[src/design/uart_pkg.sv]
/*
 * Shared constants for the enhanced serial port: register addresses, field
 * positions, reset values and fixed divider counts.
 * Assumes a 12-bit APB byte address and 32-bit data words.
 */
package uart_pkg;

   // Printed register indices; the byte address is four times the index.
   localparam logic [7:0] SERIAL_CONTROL_IDX = 8'h98;
   localparam logic [7:0] GIVEN_ADDRESS_IDX = 8'ha9;
   localparam logic [7:0] ADDRESS_MASK_IDX = 8'hb9;

   localparam logic [11:0] POWER_CONTROL_ADDR = 12'h400;
   localparam logic [11:0] DATA_ADDR = 12'h404;
   localparam logic [11:0] BAUD_ADDR = 12'h408;
   localparam logic [11:0] IRQ_STATUS_ADDR = 12'h40c;
   localparam logic [11:0] IRQ_MASK_ADDR = 12'h410;

   // Serial control field positions.
   localparam int SC_BIT7 = 7;
   localparam int SC_MODE_LOW = 6;
   localparam int SC_MULTIPROC = 5;
   localparam int SC_RX_ENABLE = 4;
   localparam int SC_TX_NINTH = 3;
   localparam int SC_RX_NINTH = 2;
   localparam int SC_TX_DONE = 1;
   localparam int SC_RX_DONE = 0;

   // Power control field positions.
   localparam int PC_DOUBLE_RATE = 7;
   localparam int PC_FRAMING_CHECK = 6;

   // Interrupt status and mask bits.
   localparam int IRQ_RX_DONE = 0;
   localparam int IRQ_TX_DONE = 1;
   localparam int IRQ_FRAMING = 2;

   localparam logic [7:0] SERIAL_CONTROL_RESET = 8'h00;
   localparam logic [7:0] GIVEN_ADDRESS_RESET = 8'h00;
   localparam logic [7:0] ADDRESS_MASK_RESET = 8'h00;
   localparam logic [7:0] POWER_CONTROL_RESET = 8'h00;
   localparam logic [31:0] BAUD_RESET = 32'h000d_000d;
   localparam logic [2:0] IRQ_MASK_RESET = 3'h0;

   // Fixed rates: mode 0 bit is 12 clocks (two halves), mode 2 bit is 64
   // or 32 clocks, counted in sixteen ticks and sampled once.
   localparam logic [15:0] MODE0_HALF_BIT = 16'h0006;
   localparam logic [15:0] MODE2_SIXTEENTH = 16'h0004;
   localparam logic [15:0] MODE2_SIXTEENTH_FAST = 16'h0002;
   localparam logic [3:0] START_MIDDLE = 4'h7;

   function automatic logic [11:0] regAddr(input logic [7:0] idx);
      return {2'b00, idx, 2'b00};
   endfunction

endpackage

[src/design/baud_tick.sv]
/*
 * Tick generator: one pulse every divisor clocks while run is high.
 * Assumes divisor is stable while running; zero counts as one.
 */
`timescale 1ns/1ps
module baud_tick (
   input wire logic clock,
   input wire logic rstn,
   input wire logic run,
   input wire logic [15:0] divisor,
   output logic tick
);
   logic [15:0] count;
   logic [15:0] lastCount;

   assign lastCount = (divisor == 16'h0000) ? 16'h0000 : divisor - 16'h0001;

   // Held in reset while idle so the first tick lines up with the frame.
   always_ff @(posedge clock or negedge rstn) begin
      if (!rstn) begin
         count <= 16'h0000;
         tick <= 1'b0;
      end else if (!run) begin
         count <= 16'h0000;
         tick <= 1'b0;
      end else if (count >= lastCount) begin
         count <= 16'h0000;
         tick <= 1'b1;
      end else begin
         count <= count + 16'h0001;
         tick <= 1'b0;
      end
   end
endmodule

[src/design/uart_frame_check_addr_match.sv]
/*
 * Enhanced serial port with framing error detection and automatic address
 * recognition, reached over APB.
 * Assumes one clock, APB master per the AMBA protocol, rxd already synchronous.
 */
// Local design decision: the APB interface to the registers.
`timescale 1ns/1ps

////////////////////////////////////////////////////////////////////////////////
module uart_frame_check_addr_match (
   input wire logic clock,
   input wire logic rstn,
   input wire logic psel,
   input wire logic penable,
   input wire logic pwrite,
   input wire logic [11:0] paddr,
   input wire logic [31:0] pwdata,
   output logic [31:0] prdata,
   output logic pready,
   output logic pslverr,
   input wire logic rxd,
   output logic rxdOut,
   output logic rxdOe,
   output logic txd,
   output logic irq
);
   typedef enum {RX_IDLE, RX_START, RX_DATA, RX_STOP} rxState_t;
   typedef enum {TX_IDLE, TX_BITS} txState_t;

   logic modeBitHigh, modeBitLow, multiprocEnable, receiveEnable, txNinth, rxNinth;
   logic transmitDoneFlag, receiveDoneFlag, framingErrorFlag;
   logic [7:0] givenAddressReg, addressMaskReg, powerControlReg, rxBuffer;
   logic [31:0] baudReg;
   logic [2:0] irqStatus, irqMask;
   logic [31:0] readValue;
   logic readHit, setup, wrEn;
   logic framingCheckSelect, mode0, mode1, ninthMode;
   logic [15:0] rxDiv, txDiv;
   logic rxTick, txTick, rxSample, txBoundary;
   rxState_t rxState;
   txState_t txState;
   logic [3:0] rxPhase, rxCount, txPhase, txLeft, bitLast;
   logic [8:0] rxShift, shiftIn;
   logic [10:0] txShift;
   logic rxdPrev, rxKept;
   logic rxDoneEvt, txDoneEvt, frameErrEvt, rb8Evt, rb8Val;
   logic lastBit, lateCheck, finishEarly, finishLate, keepFrame;
   logic [7:0] finishByte;
   logic finishNinth;

   // Given address compare, or broadcast compare with the OR as reference.
   function automatic logic maskedMatch(input logic [7:0] a, input logic [7:0] ref8,
                                        input logic [7:0] care);
      return ((a ^ ref8) & care) == 8'h00;
   endfunction

   function automatic logic [15:0] divFor(input logic m0, input logic hi, input logic lo,
                                          input logic fast, input logic [15:0] prog);
      if (m0) begin
         return uart_pkg::MODE0_HALF_BIT;
      end else if (hi && !lo) begin
         return fast ? uart_pkg::MODE2_SIXTEENTH_FAST : uart_pkg::MODE2_SIXTEENTH;
      end
      return prog;
   endfunction

   ////////////////////////////////////////////////////////////////////////////
   assign framingCheckSelect = powerControlReg[uart_pkg::PC_FRAMING_CHECK];
   assign mode0 = !modeBitHigh && !modeBitLow;
   assign mode1 = !modeBitHigh && modeBitLow;
   assign ninthMode = modeBitHigh;
   assign bitLast = mode0 ? 4'h1 : 4'hf;
   assign setup = psel && !penable;
   assign wrEn = psel && penable && pready && pwrite;
   // Independent rates for the two directions in the variable modes.
   assign rxDiv = divFor(mode0, modeBitHigh, modeBitLow,
                         powerControlReg[uart_pkg::PC_DOUBLE_RATE], baudReg[15:0]);
   assign txDiv = divFor(mode0, modeBitHigh, modeBitLow,
                         powerControlReg[uart_pkg::PC_DOUBLE_RATE], baudReg[31:16]);

   baud_tick rxGen (
      .clock(clock),
      .rstn(rstn),
      .run(rxState != RX_IDLE),
      .divisor(rxDiv),
      .tick(rxTick)
   );

   baud_tick txGen (
      .clock(clock),
      .rstn(rstn),
      .run(txState == TX_BITS),
      .divisor(txDiv),
      .tick(txTick)
   );

   ////////////////////////////////////////////////////////////////////////////
   always_comb begin
      readHit = 1'b1;
      readValue = 32'h0000_0000;
      case (paddr)
         uart_pkg::regAddr(uart_pkg::SERIAL_CONTROL_IDX): begin
            readValue[7] = framingCheckSelect ? framingErrorFlag : modeBitHigh;
            readValue[6:0] = {modeBitLow, multiprocEnable, receiveEnable, txNinth, rxNinth,
                              transmitDoneFlag, receiveDoneFlag};
         end
         uart_pkg::regAddr(uart_pkg::GIVEN_ADDRESS_IDX): readValue[7:0] = givenAddressReg;
         uart_pkg::regAddr(uart_pkg::ADDRESS_MASK_IDX): readValue[7:0] = addressMaskReg;
         uart_pkg::POWER_CONTROL_ADDR: readValue[7:0] = powerControlReg;
         uart_pkg::DATA_ADDR: readValue[7:0] = rxBuffer;
         uart_pkg::BAUD_ADDR: readValue = baudReg;
         uart_pkg::IRQ_STATUS_ADDR: readValue[2:0] = irqStatus;
         uart_pkg::IRQ_MASK_ADDR: readValue[2:0] = irqMask;
         default: readHit = 1'b0;
      endcase
   end

   // One wait-free access phase: the answer is prepared during setup.
   always_ff @(posedge clock or negedge rstn) begin
      if (!rstn) begin
         pready <= 1'b0;
         pslverr <= 1'b0;
         prdata <= 32'h0000_0000;
      end else begin
         pready <= setup;
         pslverr <= setup && !readHit;
         if (setup) begin
            prdata <= pwrite ? 32'h0000_0000 : readValue;
         end
      end
   end

   always_ff @(posedge clock or negedge rstn) begin
      if (!rstn) begin
         givenAddressReg <= uart_pkg::GIVEN_ADDRESS_RESET;
         addressMaskReg <= uart_pkg::ADDRESS_MASK_RESET;
         powerControlReg <= uart_pkg::POWER_CONTROL_RESET;
         baudReg <= uart_pkg::BAUD_RESET;
         irqMask <= uart_pkg::IRQ_MASK_RESET;
      end else if (wrEn) begin
         case (paddr)
            uart_pkg::regAddr(uart_pkg::GIVEN_ADDRESS_IDX): givenAddressReg <= pwdata[7:0];
            uart_pkg::regAddr(uart_pkg::ADDRESS_MASK_IDX): addressMaskReg <= pwdata[7:0];
            uart_pkg::POWER_CONTROL_ADDR: powerControlReg <= pwdata[7:0];
            uart_pkg::BAUD_ADDR: baudReg <= pwdata;
            uart_pkg::IRQ_MASK_ADDR: irqMask <= pwdata[2:0];
            default: ;
         endcase
      end
   end

   ////////////////////////////////////////////////////////////////////////////
   // Serial control: hardware events are applied after the software write,
   // so a flag set in the clearing cycle survives.
   always_ff @(posedge clock or negedge rstn) begin
      if (!rstn) begin
         {modeBitHigh, modeBitLow, multiprocEnable, receiveEnable, txNinth, rxNinth,
          transmitDoneFlag, receiveDoneFlag} <= uart_pkg::SERIAL_CONTROL_RESET;
         framingErrorFlag <= 1'b0;
      end else begin
         if (wrEn && paddr == uart_pkg::regAddr(uart_pkg::SERIAL_CONTROL_IDX)) begin
            if (framingCheckSelect) begin
               framingErrorFlag <= pwdata[uart_pkg::SC_BIT7];
            end else begin
               modeBitHigh <= pwdata[uart_pkg::SC_BIT7];
            end
            modeBitLow <= pwdata[uart_pkg::SC_MODE_LOW];
            multiprocEnable <= pwdata[uart_pkg::SC_MULTIPROC];
            receiveEnable <= pwdata[uart_pkg::SC_RX_ENABLE];
            txNinth <= pwdata[uart_pkg::SC_TX_NINTH];
            rxNinth <= pwdata[uart_pkg::SC_RX_NINTH];
            transmitDoneFlag <= pwdata[uart_pkg::SC_TX_DONE];
            receiveDoneFlag <= pwdata[uart_pkg::SC_RX_DONE];
         end
         if (rxDoneEvt) begin
            receiveDoneFlag <= 1'b1;
         end
         if (txDoneEvt) begin
            transmitDoneFlag <= 1'b1;
         end
         if (frameErrEvt) begin
            framingErrorFlag <= 1'b1;
         end
         if (rb8Evt) begin
            rxNinth <= rb8Val;
         end
      end
   end

   always_ff @(posedge clock or negedge rstn) begin
      if (!rstn) begin
         irqStatus <= 3'h0;
         irq <= 1'b0;
      end else begin
         irqStatus <= (wrEn && paddr == uart_pkg::IRQ_STATUS_ADDR) ?
                      (irqStatus & ~pwdata[2:0]) | {frameErrEvt, txDoneEvt, rxDoneEvt} :
                      irqStatus | {frameErrEvt, txDoneEvt, rxDoneEvt};
         irq <= |(irqStatus & irqMask);
      end
   end

   ////////////////////////////////////////////////////////////////////////////
   assign shiftIn = {rxd, rxShift[8:1]};
   assign rxSample = rxTick && (rxPhase == ((rxState == RX_START) ? uart_pkg::START_MIDDLE :
                                            bitLast));

   always_comb begin
      lastBit = rxCount == (ninthMode ? 4'h8 : 4'h7);
      lateCheck = framingCheckSelect || (mode1 && multiprocEnable);
      finishEarly = rxState == RX_DATA && rxSample && lastBit && (mode0 || !lateCheck);
      finishLate = rxState == RX_STOP && rxSample && lateCheck;
      finishByte = finishEarly ? (ninthMode ? shiftIn[7:0] : shiftIn[8:1]) :
                   (ninthMode ? rxShift[7:0] : rxShift[8:1]);
      finishNinth = mode1 ? rxd : (finishEarly ? shiftIn[8] : rxShift[8]);
      keepFrame = 1'b0;
      if ((finishEarly || finishLate) && !receiveDoneFlag) begin
         if (!multiprocEnable || mode0) begin
            keepFrame = 1'b1;
         end else begin
            // Address filtering; a mismatch leaves receive done untouched.
            keepFrame = (mode1 ? finishNinth : (finishNinth && ninthMode)) &&
                        (maskedMatch(finishByte, givenAddressReg, addressMaskReg) ||
                         maskedMatch(finishByte, givenAddressReg | addressMaskReg,
                                     givenAddressReg | addressMaskReg));
         end
      end
   end

   always_ff @(posedge clock or negedge rstn) begin
      if (!rstn) begin
         rxdPrev <= 1'b1;
      end else begin
         rxdPrev <= rxd;
      end
   end

   always_ff @(posedge clock or negedge rstn) begin
      if (!rstn) begin
         rxState <= RX_IDLE;
         rxPhase <= 4'h0;
         rxCount <= 4'h0;
         rxShift <= 9'h000;
         rxBuffer <= 8'h00;
         rxKept <= 1'b0;
         rxDoneEvt <= 1'b0;
         frameErrEvt <= 1'b0;
         rb8Evt <= 1'b0;
         rb8Val <= 1'b0;
      end else begin
         rxDoneEvt <= keepFrame;
         frameErrEvt <= 1'b0;
         rb8Evt <= 1'b0;
         if (keepFrame) begin
            rxBuffer <= finishByte;
            rxKept <= 1'b1;
            rb8Evt <= !mode0 && (ninthMode || finishLate);
            rb8Val <= finishNinth;
         end
         if (rxTick) begin
            rxPhase <= rxSample ? 4'h0 : rxPhase + 4'h1;
         end
         case (rxState)
            RX_IDLE: begin
               rxPhase <= 4'h0;
               rxCount <= 4'h0;
               rxKept <= 1'b0;
               if (mode0) begin
                  // Half duplex: reception waits for an idle transmitter.
                  if (receiveEnable && !receiveDoneFlag && txState == TX_IDLE) begin
                     rxState <= RX_DATA;
                  end
               end else if (receiveEnable && rxdPrev && !rxd) begin
                  rxState <= RX_START;
               end
            end
            RX_START: begin
               if (rxSample) begin
                  rxState <= rxd ? RX_IDLE : RX_DATA;
               end
            end
            RX_DATA: begin
               if (rxSample) begin
                  rxShift <= shiftIn;
                  rxCount <= rxCount + 4'h1;
                  if (lastBit) begin
                     rxState <= mode0 ? RX_IDLE : RX_STOP;
                  end
               end
            end
            RX_STOP: begin
               if (rxSample) begin
                  rxState <= RX_IDLE;
                  frameErrEvt <= framingCheckSelect && !rxd;
                  if (mode1 && !multiprocEnable && rxKept) begin
                     rb8Evt <= 1'b1;
                     rb8Val <= rxd;
                  end
               end
            end
            default: rxState <= RX_IDLE;
         endcase
      end
   end

   ////////////////////////////////////////////////////////////////////////////
   // A data write while a frame is going out is ignored.
   assign txBoundary = txTick && txPhase == bitLast;

   always_ff @(posedge clock or negedge rstn) begin
      if (!rstn) begin
         txState <= TX_IDLE;
         txShift <= 11'h7ff;
         txLeft <= 4'h0;
         txPhase <= 4'h0;
         txDoneEvt <= 1'b0;
      end else begin
         txDoneEvt <= txState == TX_BITS && txBoundary &&
                      txLeft == (mode0 ? 4'h1 : 4'h2);
         case (txState)
            TX_IDLE: begin
               txPhase <= 4'h0;
               if (wrEn && paddr == uart_pkg::DATA_ADDR) begin
                  txState <= TX_BITS;
                  if (mode0) begin
                     txShift <= {3'h7, pwdata[7:0]};
                     txLeft <= 4'h8;
                  end else if (ninthMode) begin
                     txShift <= {1'b1, txNinth, pwdata[7:0], 1'b0};
                     txLeft <= 4'hb;
                  end else begin
                     txShift <= {2'h3, pwdata[7:0], 1'b0};
                     txLeft <= 4'ha;
                  end
               end
            end
            TX_BITS: begin
               if (txTick) begin
                  txPhase <= txBoundary ? 4'h0 : txPhase + 4'h1;
               end
               if (txBoundary) begin
                  txShift <= {1'b1, txShift[10:1]};
                  txLeft <= txLeft - 4'h1;
                  if (txLeft == 4'h1) begin
                     txState <= TX_IDLE;
                  end
               end
            end
            default: txState <= TX_IDLE;
         endcase
      end
   end

   // Mode 0 puts the shift clock on txd and the data on the two-way pin.
   always_ff @(posedge clock or negedge rstn) begin
      if (!rstn) begin
         txd <= 1'b1;
         rxdOut <= 1'b1;
         rxdOe <= 1'b0;
      end else if (mode0) begin
         txd <= (txState == TX_BITS) ? txPhase[0] : ((rxState == RX_DATA) ? rxPhase[0] : 1'b1);
         rxdOut <= txShift[0];
         rxdOe <= txState == TX_BITS;
      end else begin
         txd <= (txState == TX_BITS) ? txShift[0] : 1'b1;
         rxdOut <= 1'b1;
         rxdOe <= 1'b0;
      end
   end
endmodule

[config.mk]
export PLATFORM = sky130hd
export DESIGN_NAME = uart_frame_check_addr_match
export DESIGN_NICKNAME = d
export VERILOG_FILES = /design/src/design/uart_pkg.sv /design/src/design/baud_tick.sv /design/src/design/uart_frame_check_addr_match.sv
export SDC_FILE = /design/constraint.sdc
export NUM_CORES = 1
export LEC_CHECK = 0
export CAP_MARGIN = 20
export CORE_MARGIN = 4
export CORE_UTILIZATION = 50
export CTS_CLUSTER_DIAMETER = 50
export CTS_CLUSTER_SIZE = 28
export DETAILED_ROUTE_END_ITERATION = 16
export DONT_BUFFER_PORTS = 1
export GPL_TIMING_DRIVEN = 0
export HOLD_SLACK_MARGIN = 0.02
export PLACE_DENSITY = 0.67
export SETUP_SLACK_MARGIN = 0.4
export SLEW_MARGIN = 25
export SYNTH_ARGS = -nofsm -noshare
export SYNTH_HDL_FRONTEND = slang
export SYNTH_SLANG_ARGS = --single-unit
[constraint.sdc]
create_clock -name clock -period 5.2 [get_ports clock]
set_input_delay 1.04 -clock clock [delete_from_list [all_inputs] [get_ports clock]]
set_output_delay 1.04 -clock clock [all_outputs]
set_load 0.02 [all_outputs]
==> results.toml <==
[synth]
synth_edf_count = 0
synth.net_count = 1188
synth_top_area_share = 0.409
synthSimpleGateAreaFrac = 0.163
dominant_cell_type_by_area_after_synthesis = "sky130_fd_sc_hd__dfrtp_1"
synth.yosys.warnings = 0
sequential_element_share_of_the_synthesized_area = 0.455
synth_xor_area_frac = 0.0453
post_synth_instance_area_mm2 = 0.0108
synth_top_family_by_area = "simple AND/OR/NAND/NOR gates"
ys_ff_latch = 196
synthMuxAreaShare = 0.105
async_flop_share = 1.00
dominantRegCellSynth = "sky130_fd_sc_hd__dfrtp_1"
synth.distinct_cells = 72
synth_compound_area_frac = 0.152
synth_adder_area_share = 0.0497
synth.area.top_cells = "sky130_fd_sc_hd__dfrtp_1 41%, sky130_fd_sc_hd__mux2_2 6.7%, sky130_fd_sc_hd__nand2_1 5.0%, sky130_fd_sc_hd__ha_1 5.0%, sky130_fd_sc_hd__dfstp_2 4.6%"
post_synth_inst_count = 1095
synth.avg_cell_area_um2 = 9.88

[timing]
maxClockFrequency_mhz = 226
hold-worst-slack_ns = 0.289
hold_viol = 0
report.final.slew_viol_count = 0
max_slew_margin = 0.292
worstMarginPinSlew_ns = 1.05
fin_crit_sh = 0.849
worst_slack_ns = 0.783
setup_violations = 0
tns_ns = 0
setup_repair_after_global_routing_missed_its_margin = "false"
period_needed_ns = 4.42
fin_skew_ns = 0.0107

[power]
clock_power_share = 0.358
switchingPower_mw = 1.02
total_leakage_power_nw = 5.25
switching_share = 0.289
share_comb_of_total_power = 0.137
pwr-share-seq = 0.504
power_per_cell_area_mw_per_mm2 = 300
power_report.internal_total_mw = 2.51
worst_ir_drop_vdd_mv = 0.238

[drt]
dr.first_iter.drc_count = 546
route.detailed.vias_per_inst = 5.93
route.detailed.drc = 0
wl_met2_um = 11800
met3RoutedLength_um = 1630
top_layer_used = "met4"
wl_per_cell_um = 18.6
routedLengthMet1_um = 12100
postRouteAntennaNets = 0
firstDrtPassIters = 6
wl_um = 26000
vias = 8315

[worst_setup_path]
largest_stage_delay_on_the_critical_path_ns = 0.49
worst-endpoint-arrival_ns = 4.75
crit_path_frequent_cell = "sky130_fd_sc_hd__clkbuf_2"
family_of_cells_with_the_greatest_summed_delay_on_the_critical_path = "buffers and inverters"
worstPathMaxFanout = 10
crit_chain = "clkbuf_2 -> clkbuf_2 -> clkbuf_2 -> nand2_1 -> ha_1 -> nand3_1 -> clkbuf_1 -> nand2_1 -> ha_1 -> and4_1 -> o211ai_1 -> o2111ai_1 -> a31oi_1 -> o21ai_1 -> clkbuf_2 -> nor2_1"
cp-end-kind = "register"
cp_data_required_time_ns = 5.53
cp-start-kind = "register"
critPathBufInv = 5
crit_path_top_delay_cell = "sky130_fd_sc_hd__dfrtp_1"
timing_worst_setup_path_type = "reg2reg"

[place]
pre_cts_slack_ns = 0.0574
place.port_buffers = 0
routabilityCongestion = 0.878
dp.final_hpwl_um = 19200

[clock_tree]
cts_buffer_count = 17
post_cts_hold_buffer_count = 0
clkTransAtPathRegs_ns = 0.07
cts_root_buf = "sky130_fd_sc_hd__clkbuf_16"
worst_skew_pair.late_latency_ns = 0.45
cts-htree-levels = 4
cts_sinks = 196
tritoncts_clock_tree = "done"
max-clock-path-buffers = 2
postCtsSetupBuffers = 0

[global_routing]
gr-total-overflow = 0
antenna_violations_before_repair = 0
grt_max_degree = 197
number_of_global_route_vias_before_repair = 8014
global_route_wire_length_before_repair_um = 42700
grt_usage = 0.220

[layout]
n_antenna_cell = 0
layout-area-overhead-vs-synth_pct = 8.44
layout_commonest_cell = "sky130_fd_sc_hd__dfrtp_1"
fraction_of_final_layout_cells_sized_beyond_drive_strength_1 = 0.132
nets_final = 1207
layout_common_cells = "177 x sky130_fd_sc_hd__dfrtp_1, 144 x sky130_fd_sc_hd__nand2_1, 85 x sky130_fd_sc_hd__nor2_1"
final.fill_count = 1883

[floorplanning]
rows = 53
chipHeight_um = 155
core_area_mm2 = 0.0212
top_level_ports = 88
die_area_mm2 = 0.0241
start_util = 0.512
die_w_um = 155

[outcome]
run_status = "complete, no violations"

[flow_run]
max_cap_violations = 0

[worst_hold_path]
min-delay-path-class = "in2async"
-- worst reg2reg max path: stages (launching register included) --
cell,delay (ns)
sky130_fd_sc_hd__dfrtp_1,0.49
sky130_fd_sc_hd__clkbuf_2,0.29
sky130_fd_sc_hd__clkbuf_2,0.34
sky130_fd_sc_hd__clkbuf_2,0.32
sky130_fd_sc_hd__nand2_1,0.13
sky130_fd_sc_hd__ha_1,0.21
sky130_fd_sc_hd__nand3_1,0.23
sky130_fd_sc_hd__clkbuf_1,0.34
sky130_fd_sc_hd__nand2_1,0.12
sky130_fd_sc_hd__ha_1,0.28
sky130_fd_sc_hd__and4_1,0.23
sky130_fd_sc_hd__o211ai_1,0.14
sky130_fd_sc_hd__o2111ai_1,0.24
sky130_fd_sc_hd__a31oi_1,0.10
sky130_fd_sc_hd__o21ai_1,0.44
sky130_fd_sc_hd__clkbuf_2,0.33
sky130_fd_sc_hd__nor2_1,0.08
-- cell usage after synthesis (all sizes together), types with 19 or more instances --
cell type  number
dfrtp         177
nand2         145
nor2           85
o21ai          81
mux2           71
a21oi          52
ha             43
clkbuf         41
nand3          38
xnor2          29
a22o           27
xor2           27
inv            26
mux2i          26
dfstp          19
-- path summary, 6_finish.rpt --
check | from | to | slack [ns] | cells after the start
setup reg to reg | modeBitLow$_DFFE_PN0P_ | rxGen.count[11]$_DFF_PN0_ | 0.78 | 16
setup / recovery | modeBitLow$_DFFE_PN0P_ | rxGen.count[11]$_DFF_PN0_ | 0.78 | 16
hold / removal | rstn | prdata[13]$_DFFE_PN0P_ | 0.29 | 0
hold reg to reg | rb8Evt$_DFF_PN0_ | rxNinth$_DFFE_PN0P_ | 0.47 | 1
max in group asynchronous | rstn | rxdPrev$_DFF_PN1_ | 4.55 | 0
min in group clock | rb8Evt$_DFF_PN0_ | rxNinth$_DFFE_PN0P_ | 0.47 | 1
-- final cells by class --
class | count | area (µm²) | area share
Buffer | 51 | 235 | 0.0200
Clock buffer | 19 | 443 | 0.0377
Clock inverter | 13 | 116 | 0.00991
Inverter | 26 | 97.6 | 0.00832
Multi-Input combinational cell | 822 | 5570 | 0.475
Sequential cell | 196 | 4930 | 0.420
Tap cell | 275 | 344 | 0.0293
-- repair_timing --
item | CTS | global route
pin swaps | 0 | 0
setup endpoints to repair | 10 | 10
gates resized for setup | 2 | 4
-- per-layer routing --
| layer | up-vias | GRT usage |
|---|---|---|
| li1 | 3964 | - |
| met1 | 4058 | 0.307 |
| met2 | 254 | 0.345 |
| met3 | 39 | 0.0445 |
| met4 | 0 | 0.0711 |
| met5 | - | 0 |
-- through the flow --
| stage | total power, mW | area, µm² | util | std cells |
|---|---|---|---|---|
| floorplan | 2.16 | 10800 | - | 1095 |
| global placement | 2.27 | 11200 | 0.528 | 1370 |
| detailed placement | 2.29 | 11200 | 0.528 | 1370 |
| CTS | 3.55 | 11700 | 0.555 | 1402 |
| global route | 3.70 | 11700 | 0.555 | 1402 |
| finish | 3.52 | 11700 | 0.555 | 1402 |
-- flip-flops by register name (all words and copies together), names as in the netlist, 8 cells and up --
signal and flops:
baudReg 32, prdata 32, rxGen.count 16, txGen.count 16, txShift 10, rxShift 9
addressMaskReg 8, givenAddressReg 8, powerControlReg 8, rxBuffer 8
-- cell families after synthesis --
kind of cell | after synthesis
xor gates and xnor gates | 56
and+or+nand+nor | 378
DFF | 196
buffers and inverters | 77
muxes | 97
adders and majority gates | 43
AOI/OAI and AO/OA | 248
-- power groups by stage --
| stage | Sequential, mW | Clock, mW | Combinational (mW) |
|---|---|---|---|
| after detailed placement | 1.80 | 0 | 0.484 |
| after global routing | 1.79 | 1.35 | 0.555 |
| final | 1.78 | 1.26 | 0.483 |
| after floorplan | 1.77 | 0 | 0.392 |
| after CTS | 1.78 | 1.28 | 0.486 |
| after global placement | 1.80 | 0 | 0.471 |
Note: power is estimated with default switching activity, not from simulation.
